### config.mk
export PLATFORM = sky130hd
export DESIGN_NAME = ppd_power_to_pulse
export DESIGN_NICKNAME = d
export VERILOG_FILES = /design/src/core/ppd_pkg.sv /design/src/core/ppd_dfc_if.sv /design/src/core/ppd_power_to_pulse.sv /design/src/core/ppd_pulse_gen.sv /design/src/core/ppd_supply_filt.sv
export SDC_FILE = /design/constraint.sdc
export NUM_CORES = 2
export LEC_CHECK = 0
export ABC_CLOCK_PERIOD_IN_PS = 14700
export BUFFER_PORTS_ARGS = -buffer_cell sky130_fd_sc_hd__clkbuf_2
export CELL_PAD_IN_SITES_DETAIL_PLACEMENT = 1
export CELL_PAD_IN_SITES_GLOBAL_PLACEMENT = 1
export CORE_AREA = 2 2 307 309
export CTS_CLUSTER_DIAMETER = 150
export DETAILED_ROUTE_END_ITERATION = 6
export DIE_AREA = 0 0 309 311
export PLACE_DENSITY = 0.77
export SLEW_MARGIN = 15
export SYNTH_ARGS = -nofsm -noshare
export SYNTH_HDL_FRONTEND = slang
export SYNTH_SLANG_ARGS = --single-unit
### constraint.sdc
create_clock -name REF_CLK -period 14.7 [get_ports REF_CLK]
set_input_delay 2.205 -clock REF_CLK [delete_from_list [all_inputs] [get_ports REF_CLK]]
set_output_delay 2.205 -clock REF_CLK [all_outputs]
set_load 0.02 [all_outputs]
### src/core/ppd_pkg.sv
// shared constants and types for the power-to-pulse datapath
package ppd_pkg;
   // ---------------------------------------------------------------
   // clock and timing
   // ---------------------------------------------------------------
   localparam int CLK_PERIOD_NS = 4;
   localparam int SAMPLE_RATE_HZ = 447437;
   localparam int LPF_CORNER_MILLIHZ = 8900;
   localparam int LPF_SHIFT =
      $clog2((SAMPLE_RATE_HZ * 7) / ((44 * LPF_CORNER_MILLIHZ) / 1000));
   localparam int HPF_SHIFT = 10;
   localparam int PHASE_SHIFT = 6;
   localparam int LOW_PULSE_NS = 1000;
   localparam int CF_PULSE_NS = 400;
   localparam int SUPPLY_FILT_NS = 10000;
   localparam logic [11:0] LOW_PULSE_CYC =
      12'((LOW_PULSE_NS + CLK_PERIOD_NS - 1) / CLK_PERIOD_NS);
   localparam logic [11:0] CF_PULSE_CYC =
      12'((CF_PULSE_NS + CLK_PERIOD_NS - 1) / CLK_PERIOD_NS);
   localparam logic [11:0] SUPPLY_FILT_CYC =
      12'((SUPPLY_FILT_NS + CLK_PERIOD_NS - 1) / CLK_PERIOD_NS);
   // ---------------------------------------------------------------
   // frequency converter
   // ---------------------------------------------------------------
   localparam int DFC_W = 60;
   localparam logic [59:0] LOW_QUANTUM_BASE = 60'h080_0000_0000_0000;
   localparam logic [3:0] CF_SHIFT_RST = 4'hB;
   localparam logic [3:0] CF_SHIFT_MAX = 4'hB;
   // ---------------------------------------------------------------
   // register map
   // ---------------------------------------------------------------
   localparam logic [3:0] REG_CTRL = 4'h0;
   localparam logic [3:0] REG_STATUS = 4'h4;
   localparam logic [3:0] REG_POWER = 4'h8;
   localparam logic [3:0] REG_LOWCNT = 4'hC;
   typedef logic [59:0] ppd_dfc_type;
   typedef logic signed [21:0] ppd_cur_type;
   typedef logic signed [37:0] ppd_pwr_type;
endpackage

### src/core/ppd_dfc_if.sv
// link between the datapath and one pulse generator
`timescale 1ns/1ps
`default_nettype none
interface ppd_dfc_if;
   logic clr;
   logic add_valid;
   ppd_pkg::ppd_dfc_type add_value;
   ppd_pkg::ppd_dfc_type quantum;
   logic pulse_b;
   logic fired;
   modport gen (input clr, input add_valid, input add_value,
      input quantum, output pulse_b, output fired);
   modport src (output clr, output add_valid, output add_value,
      output quantum, input pulse_b, input fired);
endinterface
`default_nettype wire

### src/core/ppd_power_to_pulse.sv
// real-power datapath: gain, hpf, multiply, lpf, pulse outputs
// Functional notes
// - gain selects 00 x1, 01 x2, 10 x8, 11 x16 on current samples
// - high-pass enable input high removes current-channel dc offset
// - phase compensation applied only while high-pass filter is enabled
// - power is current times voltage, single-pole low-pass at 8.9 Hz
// - converter accumulates filtered power; each pulse is one fixed quantum
// - calibration output uses a shorter accumulation, up to 2048x faster
// - supply low keeps the block reset and all pulses quiet
// - supply-low indication is filtered with hysteresis before reset
// - low-rate energy outputs give active-low pulses
// - rate selects set low-rate base from 1.7 Hz to 13.6 Hz
`timescale 1ns/1ps
`default_nettype none
module ppd_power_to_pulse (
   input wire logic REF_CLK,
   input wire logic RST_B,
   input wire logic SAMPLE_VALID,
   input wire logic signed [15:0] CURRENT_CHANNEL,
   input wire logic signed [15:0] VOLTAGE_CHANNEL,
   input wire logic GAIN_SEL_LSB,
   input wire logic GAIN_SEL_MSB,
   input wire logic HPF_ENABLE_SELECT,
   input wire logic RATE_SEL_LSB,
   input wire logic RATE_SEL_MSB,
   input wire logic ANALOG_SUPPLY_RAIL_LOW,
   input wire logic [3:0] REG_ADDR,
   input wire logic [31:0] REG_WDATA,
   input wire logic REG_WR,
   input wire logic REG_RD,
   output logic [31:0] REG_RDATA,
   output logic ENERGY_PULSE_OUT_A_B,
   output logic ENERGY_PULSE_OUT_B_B,
   output logic CALIBRATION_PULSE_OUT_B
);
   logic supply_ok;
   logic clr;
   logic [1:0] gain_code;
   logic [1:0] rate_code;
   ppd_dfc_if lo_if ();
   ppd_dfc_if cal_if ();

   // ---------------------------------------------------------------
   // supply monitor
   // ---------------------------------------------------------------
   ppd_supply_filt u_supply (
      .clk (REF_CLK),
      .rst_b (RST_B),
      .supply_low (ANALOG_SUPPLY_RAIL_LOW),
      .supply_ok (supply_ok)
   );
   // hold the datapath in reset while supply is low
   assign clr = ~supply_ok;
   assign gain_code = {GAIN_SEL_MSB, GAIN_SEL_LSB};
   assign rate_code = {RATE_SEL_MSB, RATE_SEL_LSB};

   // ---------------------------------------------------------------
   // current channel: gain, high-pass, phase compensation
   // ---------------------------------------------------------------
   logic signed [19:0] gained;
   logic signed [20:0] hp_out;
   logic signed [19:0] dc_est;
   logic signed [21:0] ph_diff;
   ppd_pkg::ppd_cur_type ph_comp;
   logic signed [30:0] dc_ff;
   logic signed [30:0] nxt_dc;
   logic signed [20:0] prev_ff;
   logic signed [20:0] nxt_prev;
   ppd_pkg::ppd_cur_type cur_ff;
   ppd_pkg::ppd_cur_type nxt_cur;
   logic signed [15:0] volt_ff;
   logic signed [15:0] nxt_volt;
   logic s1_valid_ff;
   logic nxt_s1_valid;

   always_comb begin
      unique case (gain_code)
         2'b00: gained = 20'(CURRENT_CHANNEL);
         2'b01: gained = 20'(CURRENT_CHANNEL) <<< 1;
         2'b10: gained = 20'(CURRENT_CHANNEL) <<< 3;
         2'b11: gained = 20'(CURRENT_CHANNEL) <<< 4;
      endcase
      // subtract tracked dc level
      // dc level keeps fraction bits so small offsets still decay
      dc_est = 20'(dc_ff >>> ppd_pkg::HPF_SHIFT);
      hp_out = 21'(gained) - 21'(dc_est);
      ph_diff = 22'(hp_out) - 22'(prev_ff);
      ph_comp = 22'(hp_out) - (ph_diff >>> ppd_pkg::PHASE_SHIFT);
      nxt_dc = dc_ff;
      nxt_prev = prev_ff;
      nxt_cur = cur_ff;
      nxt_volt = volt_ff;
      nxt_s1_valid = SAMPLE_VALID;
      if (SAMPLE_VALID) begin
         nxt_volt = VOLTAGE_CHANNEL;
         if (HPF_ENABLE_SELECT) begin
            nxt_dc = dc_ff + 31'(hp_out);
            nxt_prev = hp_out;
            nxt_cur = ph_comp;
         end else begin
            nxt_cur = 22'(gained);
         end
      end
      if (clr) begin
         nxt_dc = '0;
         nxt_prev = '0;
         nxt_cur = '0;
         nxt_volt = '0;
         nxt_s1_valid = 1'b0;
      end
   end
   always_ff @(posedge REF_CLK or negedge RST_B) begin
      if (!RST_B) begin
         dc_ff <= '0;
         prev_ff <= '0;
         cur_ff <= '0;
         volt_ff <= '0;
         s1_valid_ff <= 1'b0;
      end else begin
         dc_ff <= nxt_dc;
         prev_ff <= nxt_prev;
         cur_ff <= nxt_cur;
         volt_ff <= nxt_volt;
         s1_valid_ff <= nxt_s1_valid;
      end
   end

   // ---------------------------------------------------------------
   // multiplier and single-pole low-pass
   // ---------------------------------------------------------------
   ppd_pkg::ppd_pwr_type prod;
   logic signed [38:0] lpf_diff;
   ppd_pkg::ppd_pwr_type lpf_ff;
   ppd_pkg::ppd_pwr_type nxt_lpf;
   logic s2_valid_ff;
   logic nxt_s2_valid;

   always_comb begin
      prod = 38'(cur_ff) * 38'(volt_ff);
      lpf_diff = 39'(prod) - 39'(lpf_ff);
      nxt_lpf = lpf_ff;
      nxt_s2_valid = s1_valid_ff & ~clr;
      if (s1_valid_ff) begin
         nxt_lpf = lpf_ff + 38'(lpf_diff >>> ppd_pkg::LPF_SHIFT);
      end
      if (clr) begin
         nxt_lpf = '0;
      end
   end
   always_ff @(posedge REF_CLK or negedge RST_B) begin
      if (!RST_B) begin
         lpf_ff <= '0;
         s2_valid_ff <= 1'b0;
      end else begin
         lpf_ff <= nxt_lpf;
         s2_valid_ff <= nxt_s2_valid;
      end
   end

   // ---------------------------------------------------------------
   // frequency converters
   // ---------------------------------------------------------------
   logic [3:0] cf_shift_ff;
   logic [3:0] nxt_cf_shift;
   ppd_pkg::ppd_dfc_type pos_power;
   ppd_pkg::ppd_dfc_type low_q;

   always_comb begin
      // negative power is not counted
      pos_power = lpf_ff[37] ? '0 : 60'(lpf_ff[36:0]);
      // binary fraction chosen by rate code
      low_q = ppd_pkg::LOW_QUANTUM_BASE >> rate_code;
   end
   assign lo_if.clr = clr;
   assign lo_if.add_valid = s2_valid_ff;
   assign lo_if.add_value = pos_power;
   assign lo_if.quantum = low_q;
   assign cal_if.clr = clr;
   assign cal_if.add_valid = s2_valid_ff;
   assign cal_if.add_value = pos_power;
   // shorter accumulation for the calibration output
   assign cal_if.quantum = low_q >> cf_shift_ff;

   ppd_pulse_gen #(
      .WIDTH (ppd_pkg::LOW_PULSE_CYC)
   ) u_low (
      .clk (REF_CLK),
      .rst_b (RST_B),
      .dfc (lo_if)
   );
   ppd_pulse_gen #(
      .WIDTH (ppd_pkg::CF_PULSE_CYC)
   ) u_cal (
      .clk (REF_CLK),
      .rst_b (RST_B),
      .dfc (cal_if)
   );

   // ---------------------------------------------------------------
   // output pins
   // ---------------------------------------------------------------
   logic sel_ff;
   logic nxt_sel;
   logic a_ff;
   logic nxt_a;
   logic b_ff;
   logic nxt_b;
   logic cf_ff;
   logic nxt_cf;

   always_comb begin
      // alternate low-rate pulses between the two outputs
      nxt_sel = sel_ff ^ (lo_if.pulse_b & ~(a_ff & b_ff));
      nxt_a = lo_if.pulse_b | sel_ff;
      nxt_b = lo_if.pulse_b | ~sel_ff;
      nxt_cf = cal_if.pulse_b;
      // idle high while held in reset
      if (clr) begin
         nxt_sel = 1'b0;
         nxt_a = 1'b1;
         nxt_b = 1'b1;
         nxt_cf = 1'b1;
      end
   end
   always_ff @(posedge REF_CLK or negedge RST_B) begin
      if (!RST_B) begin
         sel_ff <= 1'b0;
         a_ff <= 1'b1;
         b_ff <= 1'b1;
         cf_ff <= 1'b1;
      end else begin
         sel_ff <= nxt_sel;
         a_ff <= nxt_a;
         b_ff <= nxt_b;
         cf_ff <= nxt_cf;
      end
   end
   assign ENERGY_PULSE_OUT_A_B = a_ff;
   assign ENERGY_PULSE_OUT_B_B = b_ff;
   assign CALIBRATION_PULSE_OUT_B = cf_ff;

   // ---------------------------------------------------------------
   // registers
   // ---------------------------------------------------------------
   logic [15:0] low_cnt_ff;
   logic [15:0] nxt_low_cnt;
   logic [31:0] rdata_ff;
   logic [31:0] nxt_rdata;

   always_comb begin
      nxt_cf_shift = cf_shift_ff;
      nxt_low_cnt = low_cnt_ff + {15'h0000, lo_if.fired};
      nxt_rdata = 32'h0000_0000;
      if (REG_WR && REG_ADDR == ppd_pkg::REG_CTRL) begin
         if (REG_WDATA[3:0] > ppd_pkg::CF_SHIFT_MAX) begin
            nxt_cf_shift = ppd_pkg::CF_SHIFT_MAX;
         end else begin
            nxt_cf_shift = REG_WDATA[3:0];
         end
      end
      // a pulse in the clearing cycle is kept, not lost
      if (REG_WR && REG_ADDR == ppd_pkg::REG_LOWCNT) begin
         nxt_low_cnt = {15'h0000, lo_if.fired};
      end
      if (REG_RD) begin
         unique case (REG_ADDR)
            ppd_pkg::REG_CTRL: nxt_rdata = {28'h0, cf_shift_ff};
            ppd_pkg::REG_STATUS: nxt_rdata = {26'h0, rate_code,
               gain_code, HPF_ENABLE_SELECT, supply_ok};
            ppd_pkg::REG_POWER: nxt_rdata = lpf_ff[37:6];
            ppd_pkg::REG_LOWCNT: nxt_rdata = {16'h0000, low_cnt_ff};
            default: nxt_rdata = 32'h0000_0000;
         endcase
      end
   end
   always_ff @(posedge REF_CLK or negedge RST_B) begin
      if (!RST_B) begin
         cf_shift_ff <= ppd_pkg::CF_SHIFT_RST;
         low_cnt_ff <= 16'h0000;
         rdata_ff <= 32'h0000_0000;
      end else begin
         cf_shift_ff <= nxt_cf_shift;
         low_cnt_ff <= nxt_low_cnt;
         rdata_ff <= nxt_rdata;
      end
   end
   assign REG_RDATA = rdata_ff;

   // ---------------------------------------------------------------
   // checks
   // ---------------------------------------------------------------
   chk_gain_sixteen: assert property (
      @(posedge REF_CLK) disable iff (!RST_B)
      SAMPLE_VALID && supply_ok && gain_code == 2'b11 && !HPF_ENABLE_SELECT
      |=> cur_ff == 22'($past(CURRENT_CHANNEL)) * 22'sh10)
      else $error("gain of sixteen not applied");
   chk_hpf_bypass: assert property (
      @(posedge REF_CLK) disable iff (!RST_B)
      SAMPLE_VALID && supply_ok && !HPF_ENABLE_SELECT
      |=> $stable(dc_ff) && $stable(prev_ff))
      else $error("filter state moved while bypassed");
   chk_dc_tracks: assert property (
      @(posedge REF_CLK) disable iff (!RST_B)
      SAMPLE_VALID && supply_ok && HPF_ENABLE_SELECT && gained > dc_est
      |=> dc_ff >= $past(dc_ff))
      else $error("dc estimate moved away from input");
   chk_lpf_hold: assert property (
      @(posedge REF_CLK) disable iff (!RST_B)
      !s1_valid_ff && supply_ok |=> $stable(lpf_ff))
      else $error("low-pass changed without a sample");
   chk_rate_fast: assert property (
      @(posedge REF_CLK) disable iff (!RST_B)
      rate_code == 2'b11 |-> lo_if.quantum * 8 == ppd_pkg::LOW_QUANTUM_BASE)
      else $error("fastest rate quantum wrong");
   chk_cf_cap: assert property (
      @(posedge REF_CLK) disable iff (!RST_B)
      REG_WR && REG_ADDR == ppd_pkg::REG_CTRL && REG_WDATA[3:0] > 4'hB
      |=> cf_shift_ff == 4'hB)
      else $error("calibration ratio above 2048");
   chk_quiet_low: assert property (
      @(posedge REF_CLK) disable iff (!RST_B)
      !supply_ok [*2] |-> a_ff && b_ff && cf_ff)
      else $error("pulse issued during supply reset");
endmodule
`default_nettype wire

### src/core/ppd_pulse_gen.sv
// accumulating digital-to-frequency converter with active-low pulse
`timescale 1ns/1ps
`default_nettype none
module ppd_pulse_gen #(
   parameter logic [11:0] WIDTH = 12'h0FA
) (
   input wire logic clk,
   input wire logic rst_b,
   ppd_dfc_if.gen dfc
);
   ppd_pkg::ppd_dfc_type acc_ff;
   ppd_pkg::ppd_dfc_type nxt_acc;
   logic [11:0] cnt_ff;
   logic [11:0] nxt_cnt;
   logic pulse_b_ff;
   logic nxt_pulse_b;
   logic fired_ff;
   logic nxt_fired;
   // ---------------------------------------------------------------
   // accumulate, fire one quantum at a time
   // ---------------------------------------------------------------
   always_comb begin
      nxt_acc = acc_ff + (dfc.add_valid ? dfc.add_value : '0);
      nxt_cnt = cnt_ff;
      nxt_pulse_b = pulse_b_ff;
      nxt_fired = 1'b0;
      if (cnt_ff != 12'h000) begin
         nxt_cnt = cnt_ff - 12'h001;
         nxt_pulse_b = (cnt_ff == 12'h001);
      end else if (nxt_acc >= dfc.quantum) begin
         // one quantum gives one low pulse
         nxt_acc = nxt_acc - dfc.quantum;
         nxt_cnt = WIDTH;
         nxt_pulse_b = 1'b0;
         nxt_fired = 1'b1;
      end
      if (dfc.clr) begin
         nxt_acc = '0;
         nxt_cnt = 12'h000;
         nxt_pulse_b = 1'b1;
         nxt_fired = 1'b0;
      end
   end
   always_ff @(posedge clk or negedge rst_b) begin
      if (!rst_b) begin
         acc_ff <= '0;
         cnt_ff <= 12'h000;
         pulse_b_ff <= 1'b1;
         fired_ff <= 1'b0;
      end else begin
         acc_ff <= nxt_acc;
         cnt_ff <= nxt_cnt;
         pulse_b_ff <= nxt_pulse_b;
         fired_ff <= nxt_fired;
      end
   end
   assign dfc.pulse_b = pulse_b_ff;
   assign dfc.fired = fired_ff;
   chk_fire_cause: assert property (
      @(posedge clk) disable iff (!rst_b)
      fired_ff |-> $past(cnt_ff) == 12'h000 && !$past(dfc.clr))
      else $error("pulse fired while busy or cleared");
   chk_pulse_width: assert property (
      @(posedge clk) disable iff (!rst_b)
      $rose(pulse_b_ff) && !$past(dfc.clr) |-> $past(cnt_ff) == 12'h001)
      else $error("pulse released early");
endmodule
`default_nettype wire

### src/core/ppd_supply_filt.sv
// supply-low filter with hysteresis
`timescale 1ns/1ps
`default_nettype none
module ppd_supply_filt (
   input wire logic clk,
   input wire logic rst_b,
   input wire logic supply_low,
   output logic supply_ok
);
   logic [11:0] cnt_ff;
   logic [11:0] nxt_cnt;
   logic ok_ff;
   logic nxt_ok;
   // ---------------------------------------------------------------
   // up/down integrator, trips only at the ends
   // ---------------------------------------------------------------
   always_comb begin
      nxt_cnt = cnt_ff;
      nxt_ok = ok_ff;
      if (supply_low && cnt_ff != ppd_pkg::SUPPLY_FILT_CYC) begin
         nxt_cnt = cnt_ff + 12'h001;
      end else if (!supply_low && cnt_ff != 12'h000) begin
         nxt_cnt = cnt_ff - 12'h001;
      end
      if (cnt_ff == 12'h000) begin
         nxt_ok = 1'b1;
      end else if (cnt_ff == ppd_pkg::SUPPLY_FILT_CYC) begin
         nxt_ok = 1'b0;
      end
   end
   always_ff @(posedge clk or negedge rst_b) begin
      if (!rst_b) begin
         cnt_ff <= ppd_pkg::SUPPLY_FILT_CYC;
         ok_ff <= 1'b0;
      end else begin
         cnt_ff <= nxt_cnt;
         ok_ff <= nxt_ok;
      end
   end
   assign supply_ok = ok_ff;
   chk_glitch_ignored: assert property (
      @(posedge clk) disable iff (!rst_b)
      ok_ff && supply_low && cnt_ff < ppd_pkg::SUPPLY_FILT_CYC - 12'h001
      |=> ok_ff) else $error("supply ok dropped before filter time");
   chk_trip_low: assert property (
      @(posedge clk) disable iff (!rst_b)
      supply_low [*2] ##1 (cnt_ff == ppd_pkg::SUPPLY_FILT_CYC)
      |=> !ok_ff) else $error("supply ok kept after filtered low");
endmodule
`default_nettype wire

==> tab_implementation.tex <==
\begin{tabular}{lr}
\hline
Metric & Value \\
\hline
\multicolumn{2}{l}{\textbf{Synthesis}} \\
\quad Area share of the largest cell type after synthesis & 0.200 \\
\quad Number of nets produced by synthesis & 5626 \\
\quad Sequential-to-total area share from yosys stat & 0.208 \\
\quad Post-synth cell types & 88 \\
\quad Yosys reg bits & 345 \\
\quad Top cells by area in the synthesized netlist & sky130\_fd\_sc\_hd\_\_dfrtp\_1 (20\%), sky130\_fd\_sc\_hd\_\_fa\_1 (19\%), sky130\_fd\_sc\_hd\_\_ha\_1 (12\%) \\
\quad Predominant post-synthesis flop cell & sky130\_fd\_sc\_hd\_\_dfrtp\_1 \\
\quad Synthesized area divided by synthesized cell count & 8.71 sq um \\
\quad Number of synthesis warnings & 0 \\
\quad Synth Instances & 4766 \\
\quad Largest area contributor in the netlist & sky130\_fd\_sc\_hd\_\_dfrtp\_1 \\
\quad Cell area after technology mapping & 41500 sq um \\
\quad FFs w/ async S/R, synth & 1.00 \\
\quad Post-synth EDFFs & 0 \\
\multicolumn{2}{l}{\textbf{Global route}} \\
\quad Largest net degree at the start of global routing & 167 \\
\quad GRT Util Overall & 0.269 \\
\quad Global-route wire length before repair & 206000 microns \\
\quad Initial antenna violation count & 3 \\
\quad Gr ovfl total & 0 \\
\quad Via count of the first global-routing pass & 37400 \\
\multicolumn{2}{l}{\textbf{Clock tree}} \\
\quad Buffers inserted during post-CTS setup optimization & 0 \\
\quad Maximum level of the CTS H-tree & 2 \\
\quad Clock root buffer & sky130\_fd\_sc\_hd\_\_clkbuf\_16 \\
\quad Cts bufs inserted & 47 \\
\quad Clock Latency Late Sink & 660 ps \\
\quad Clock-pin slew reported for the worst setup and hold paths after clock tree synthesis & 60 ps \\
\quad Number of buffers between clock root and the deepest sink & 3 \\
\quad Clk sinks & 345 \\
\quad Post\_cts resized & 0 \\
\quad Count of hold-fix buffers inserted at cts & 0 \\
\quad CTS tree & built \\
\multicolumn{2}{l}{\textbf{Placement}} \\
\quad Input/output buffers & 85 \\
\quad Dpl ws & 3910 ps \\
\quad Post-placement cell area & 43100 sq um \\
\quad Global placer's final weighted congestion & 0.876 \\
\quad Detailed placement HPWL & 99800 microns \\
\quad Placed cell count & 5943 \\
\multicolumn{2}{l}{\textbf{STA}} \\
\quad Worst slack on hold paths & 488 ps \\
\quad Final period util & 0.736 \\
\quad RSZ-0062 raised after global routing & no \\
\quad Worst-case clock skew & 42.6 ps \\
\quad Number of pins with negative max-slew slack in the final report & 0 \\
\quad Fin worst setup slack & 3880 ps \\
\quad Setup tns final & 0 ps \\
\quad Max\_slew headroom & 0.226 \\
\quad Post-route minimum period & 10820 ps \\
\quad Actual transition at the worst max-transition pin & 1160 ps \\
\quad Total count of hold-check failures in the final report & 0 \\
\quad Peak clock frequency supported by timing & 0.0924 GHz \\
\quad Final setup fails & 0 \\
\multicolumn{2}{l}{\textbf{Layout}} \\
\quad Fraction of final layout cells sized beyond drive strength 1 & 0.0584 \\
\quad Number of nets in the finished design & 5598 \\
\quad Util after Layout & 0.483 \\
\quad Synthesis-to-finish area growth & 7.83\% \\
\quad Most common library cell in the layout ignoring fill and taps & sky130\_fd\_sc\_hd\_\_inv\_1 \\
\quad Commonest cells after routing, fill and taps aside & sky130\_fd\_sc\_hd\_\_inv\_1 (552), sky130\_fd\_sc\_hd\_\_nand2\_1 (411), sky130\_fd\_sc\_hd\_\_fa\_1 (393) \\
\quad Count of fill cells added during filler insertion & 11000 \\
\quad Post-route standard cell area excluding fillers & 44800 sq um \\
\quad Final instance count without filler cells & 6030 \\
\quad Ant diodes & 0 \\
\multicolumn{2}{l}{\textbf{Critical path}} \\
\quad Library cell appearing most often on the critical path & sky130\_fd\_sc\_hd\_\_fa\_1 \\
\quad Type of the setup path with the least slack & reg2reg \\
\quad Maximum net fanout on the critical path & 18 \\
\quad WP data required & 15270 ps \\
\quad CP max stage delay & 820 ps \\
\quad WP data arrival & 11390 ps \\
\quad Kind of start point of the critical path & flop \\
\quad Crit path capture type & flop \\
\quad Worst path slowest cell & sky130\_fd\_sc\_hd\_\_clkinv\_1 \\
\multicolumn{2}{l}{\textbf{Pwr}} \\
\quad Power per standard cell area & 141 nW/um\^{}2 \\
\quad Leakage power figure & 21.6 nW \\
\quad Total power after layout & 6.29 mW \\
\quad Maximum vdd drop & 0.138 mV \\
\multicolumn{2}{l}{\textbf{Worst hold path}} \\
\quad Worst hold-check path type & reg2reg \\
\multicolumn{2}{l}{\textbf{Job}} \\
\quad Max-Cap Viols & 0 \\
\multicolumn{2}{l}{\textbf{Detailed routing}} \\
\quad Detail-routed net length per standard cell & 21.3 microns \\
\quad Final Routed Wirelength & 128000 microns \\
\quad DRT antenna net count & 0 \\
\quad DRC Markers & 0 \\
\quad Via Count & 34500 \\
\quad DRC marker count from the first detailed-route iteration & 1770 \\
\quad Routed via count divided by cell count & 5.71 \\
\quad Detailed Routing Iterations Pass 1 & 5 \\
\multicolumn{2}{l}{\textbf{Floorplan}} \\
\quad Number of cell rows & 112 \\
\quad Total core area & 92800 sq um \\
\quad Chip width & 309 microns \\
\quad Initial Util & 0.448 \\
\quad Chip Height & 311 microns \\
\quad Die Area & 96100 sq um \\
\quad \# IOs & 114 \\
\multicolumn{2}{l}{\textbf{Outcome}} \\
\quad Run status & finished clean \\
\hline
\end{tabular}
per-layer routing:
layer	global-route usage	part of all wire	vias to the layer above
met1	0.353	0.44	17500
met4	0.0993	0.039	0
met5	0	0	-
met3	0.0341	0.043	252
li1	-	-	15900
met2	0.453	0.48	728
state kept, by name, summed over array words and instances (netlist names), 4 cells and up:
name,cells
u_cal.acc_ff,60
volt_ff,16
dc_ff,30
u_supply.cnt_ff,12
REG_RDATA,32
u_low.acc_ff,60
u_cal.cnt_ff,12
lpf_ff,38
u_low.cnt_ff,12
low_cnt_ff,16
cur_ff,22
prev_ff,21
cf_shift_ff,4
cell usage after synthesis, types with 13 or more instances:
master,count
sky130_fd_sc_hd__inv_1,553
sky130_fd_sc_hd__nand2_1,411
sky130_fd_sc_hd__fa_1,393
sky130_fd_sc_hd__ha_1,388
sky130_fd_sc_hd__nor2_1,357
sky130_fd_sc_hd__dfrtp_1,332
sky130_fd_sc_hd__a21oi_1,316
sky130_fd_sc_hd__and2_1,246
sky130_fd_sc_hd__o21ai_0,219
sky130_fd_sc_hd__xnor2_1,188
sky130_fd_sc_hd__clkbuf_1,176
sky130_fd_sc_hd__a21o_1,107
sky130_fd_sc_hd__xor2_1,106
sky130_fd_sc_hd__mux2i_1,90
sky130_fd_sc_hd__nor3_1,80
sky130_fd_sc_hd__nand3_1,77
sky130_fd_sc_hd__nand2b_1,57
sky130_fd_sc_hd__nor2b_1,50
sky130_fd_sc_hd__a211oi_1,47
sky130_fd_sc_hd__nand4_1,46
sky130_fd_sc_hd__o21bai_1,42
sky130_fd_sc_hd__o21a_1,40
sky130_fd_sc_hd__a31oi_1,34
sky130_fd_sc_hd__and3_1,31
sky130_fd_sc_hd__or3_1,27
sky130_fd_sc_hd__nor4_1,26
sky130_fd_sc_hd__o211ai_1,23
sky130_fd_sc_hd__a22o_1,22
sky130_fd_sc_hd__or2_2,22
sky130_fd_sc_hd__buf_2,16
sky130_fd_sc_hd__o31ai_1,16
sky130_fd_sc_hd__a21boi_0,15
sky130_fd_sc_hd__dfstp_2,13
critical path: cells and delay by family (launching register included):
kind,cells,cell delay [ps]
adders and majority gates,8,3810
AOI/OAI and AO/OA,9,2780
and+or+nand+nor,9,2110
buffers and inverters,3,930
DFF,1,660
muxes,2,350
xor gates and xnor gates,1,80
report_power, final:
part           switching (mW)  internal [mW]
sequential              0.115           1.03
clock                   0.506          0.765
combinational            2.38           1.49
area by class of cell:
cell class,instances,area [sq um],share of cell area
Clock buffer,69,1390,0.0310
Clock inverter,18,298,0.00665
Inverter,556,2090,0.0467
Multi-Input combinational cell,3662,30000,0.670
Sequential cell,345,8650,0.193
Tap cell,1254,1570,0.0350
Timing Repair Buffer,126,756,0.0169
cell families (layout without fill, tap and decap cells):
logic type      count (synthesis)  after routing  synth area share
fa+ha+maj                     781            781             0.306
simple gates                 1475           1475             0.174
mux                           103            103            0.0258
flops                         345            345             0.208
xor+xnor                      294            294            0.0620
buf+inv                       759            769            0.0694
compound gates               1009           1009             0.154
final timing paths:
check,cells after the start,slack [ps],endpoint,from
worst min register to register,1,490,ENERGY_PULSE_OUT_B_B,sel_ff
max in group asynchronous,3,10740,REG_RDATA[15],RST_B
worst min-delay path,1,490,ENERGY_PULSE_OUT_B_B,sel_ff
min in group asynchronous,1,1600,u_supply.cnt_ff[5],RST_B
worst max-delay path,32,3880,lpf_ff[37],volt_ff[15]
worst max register to register,32,3880,lpf_ff[37],volt_ff[15]
(Power assumes the default switching activity.)
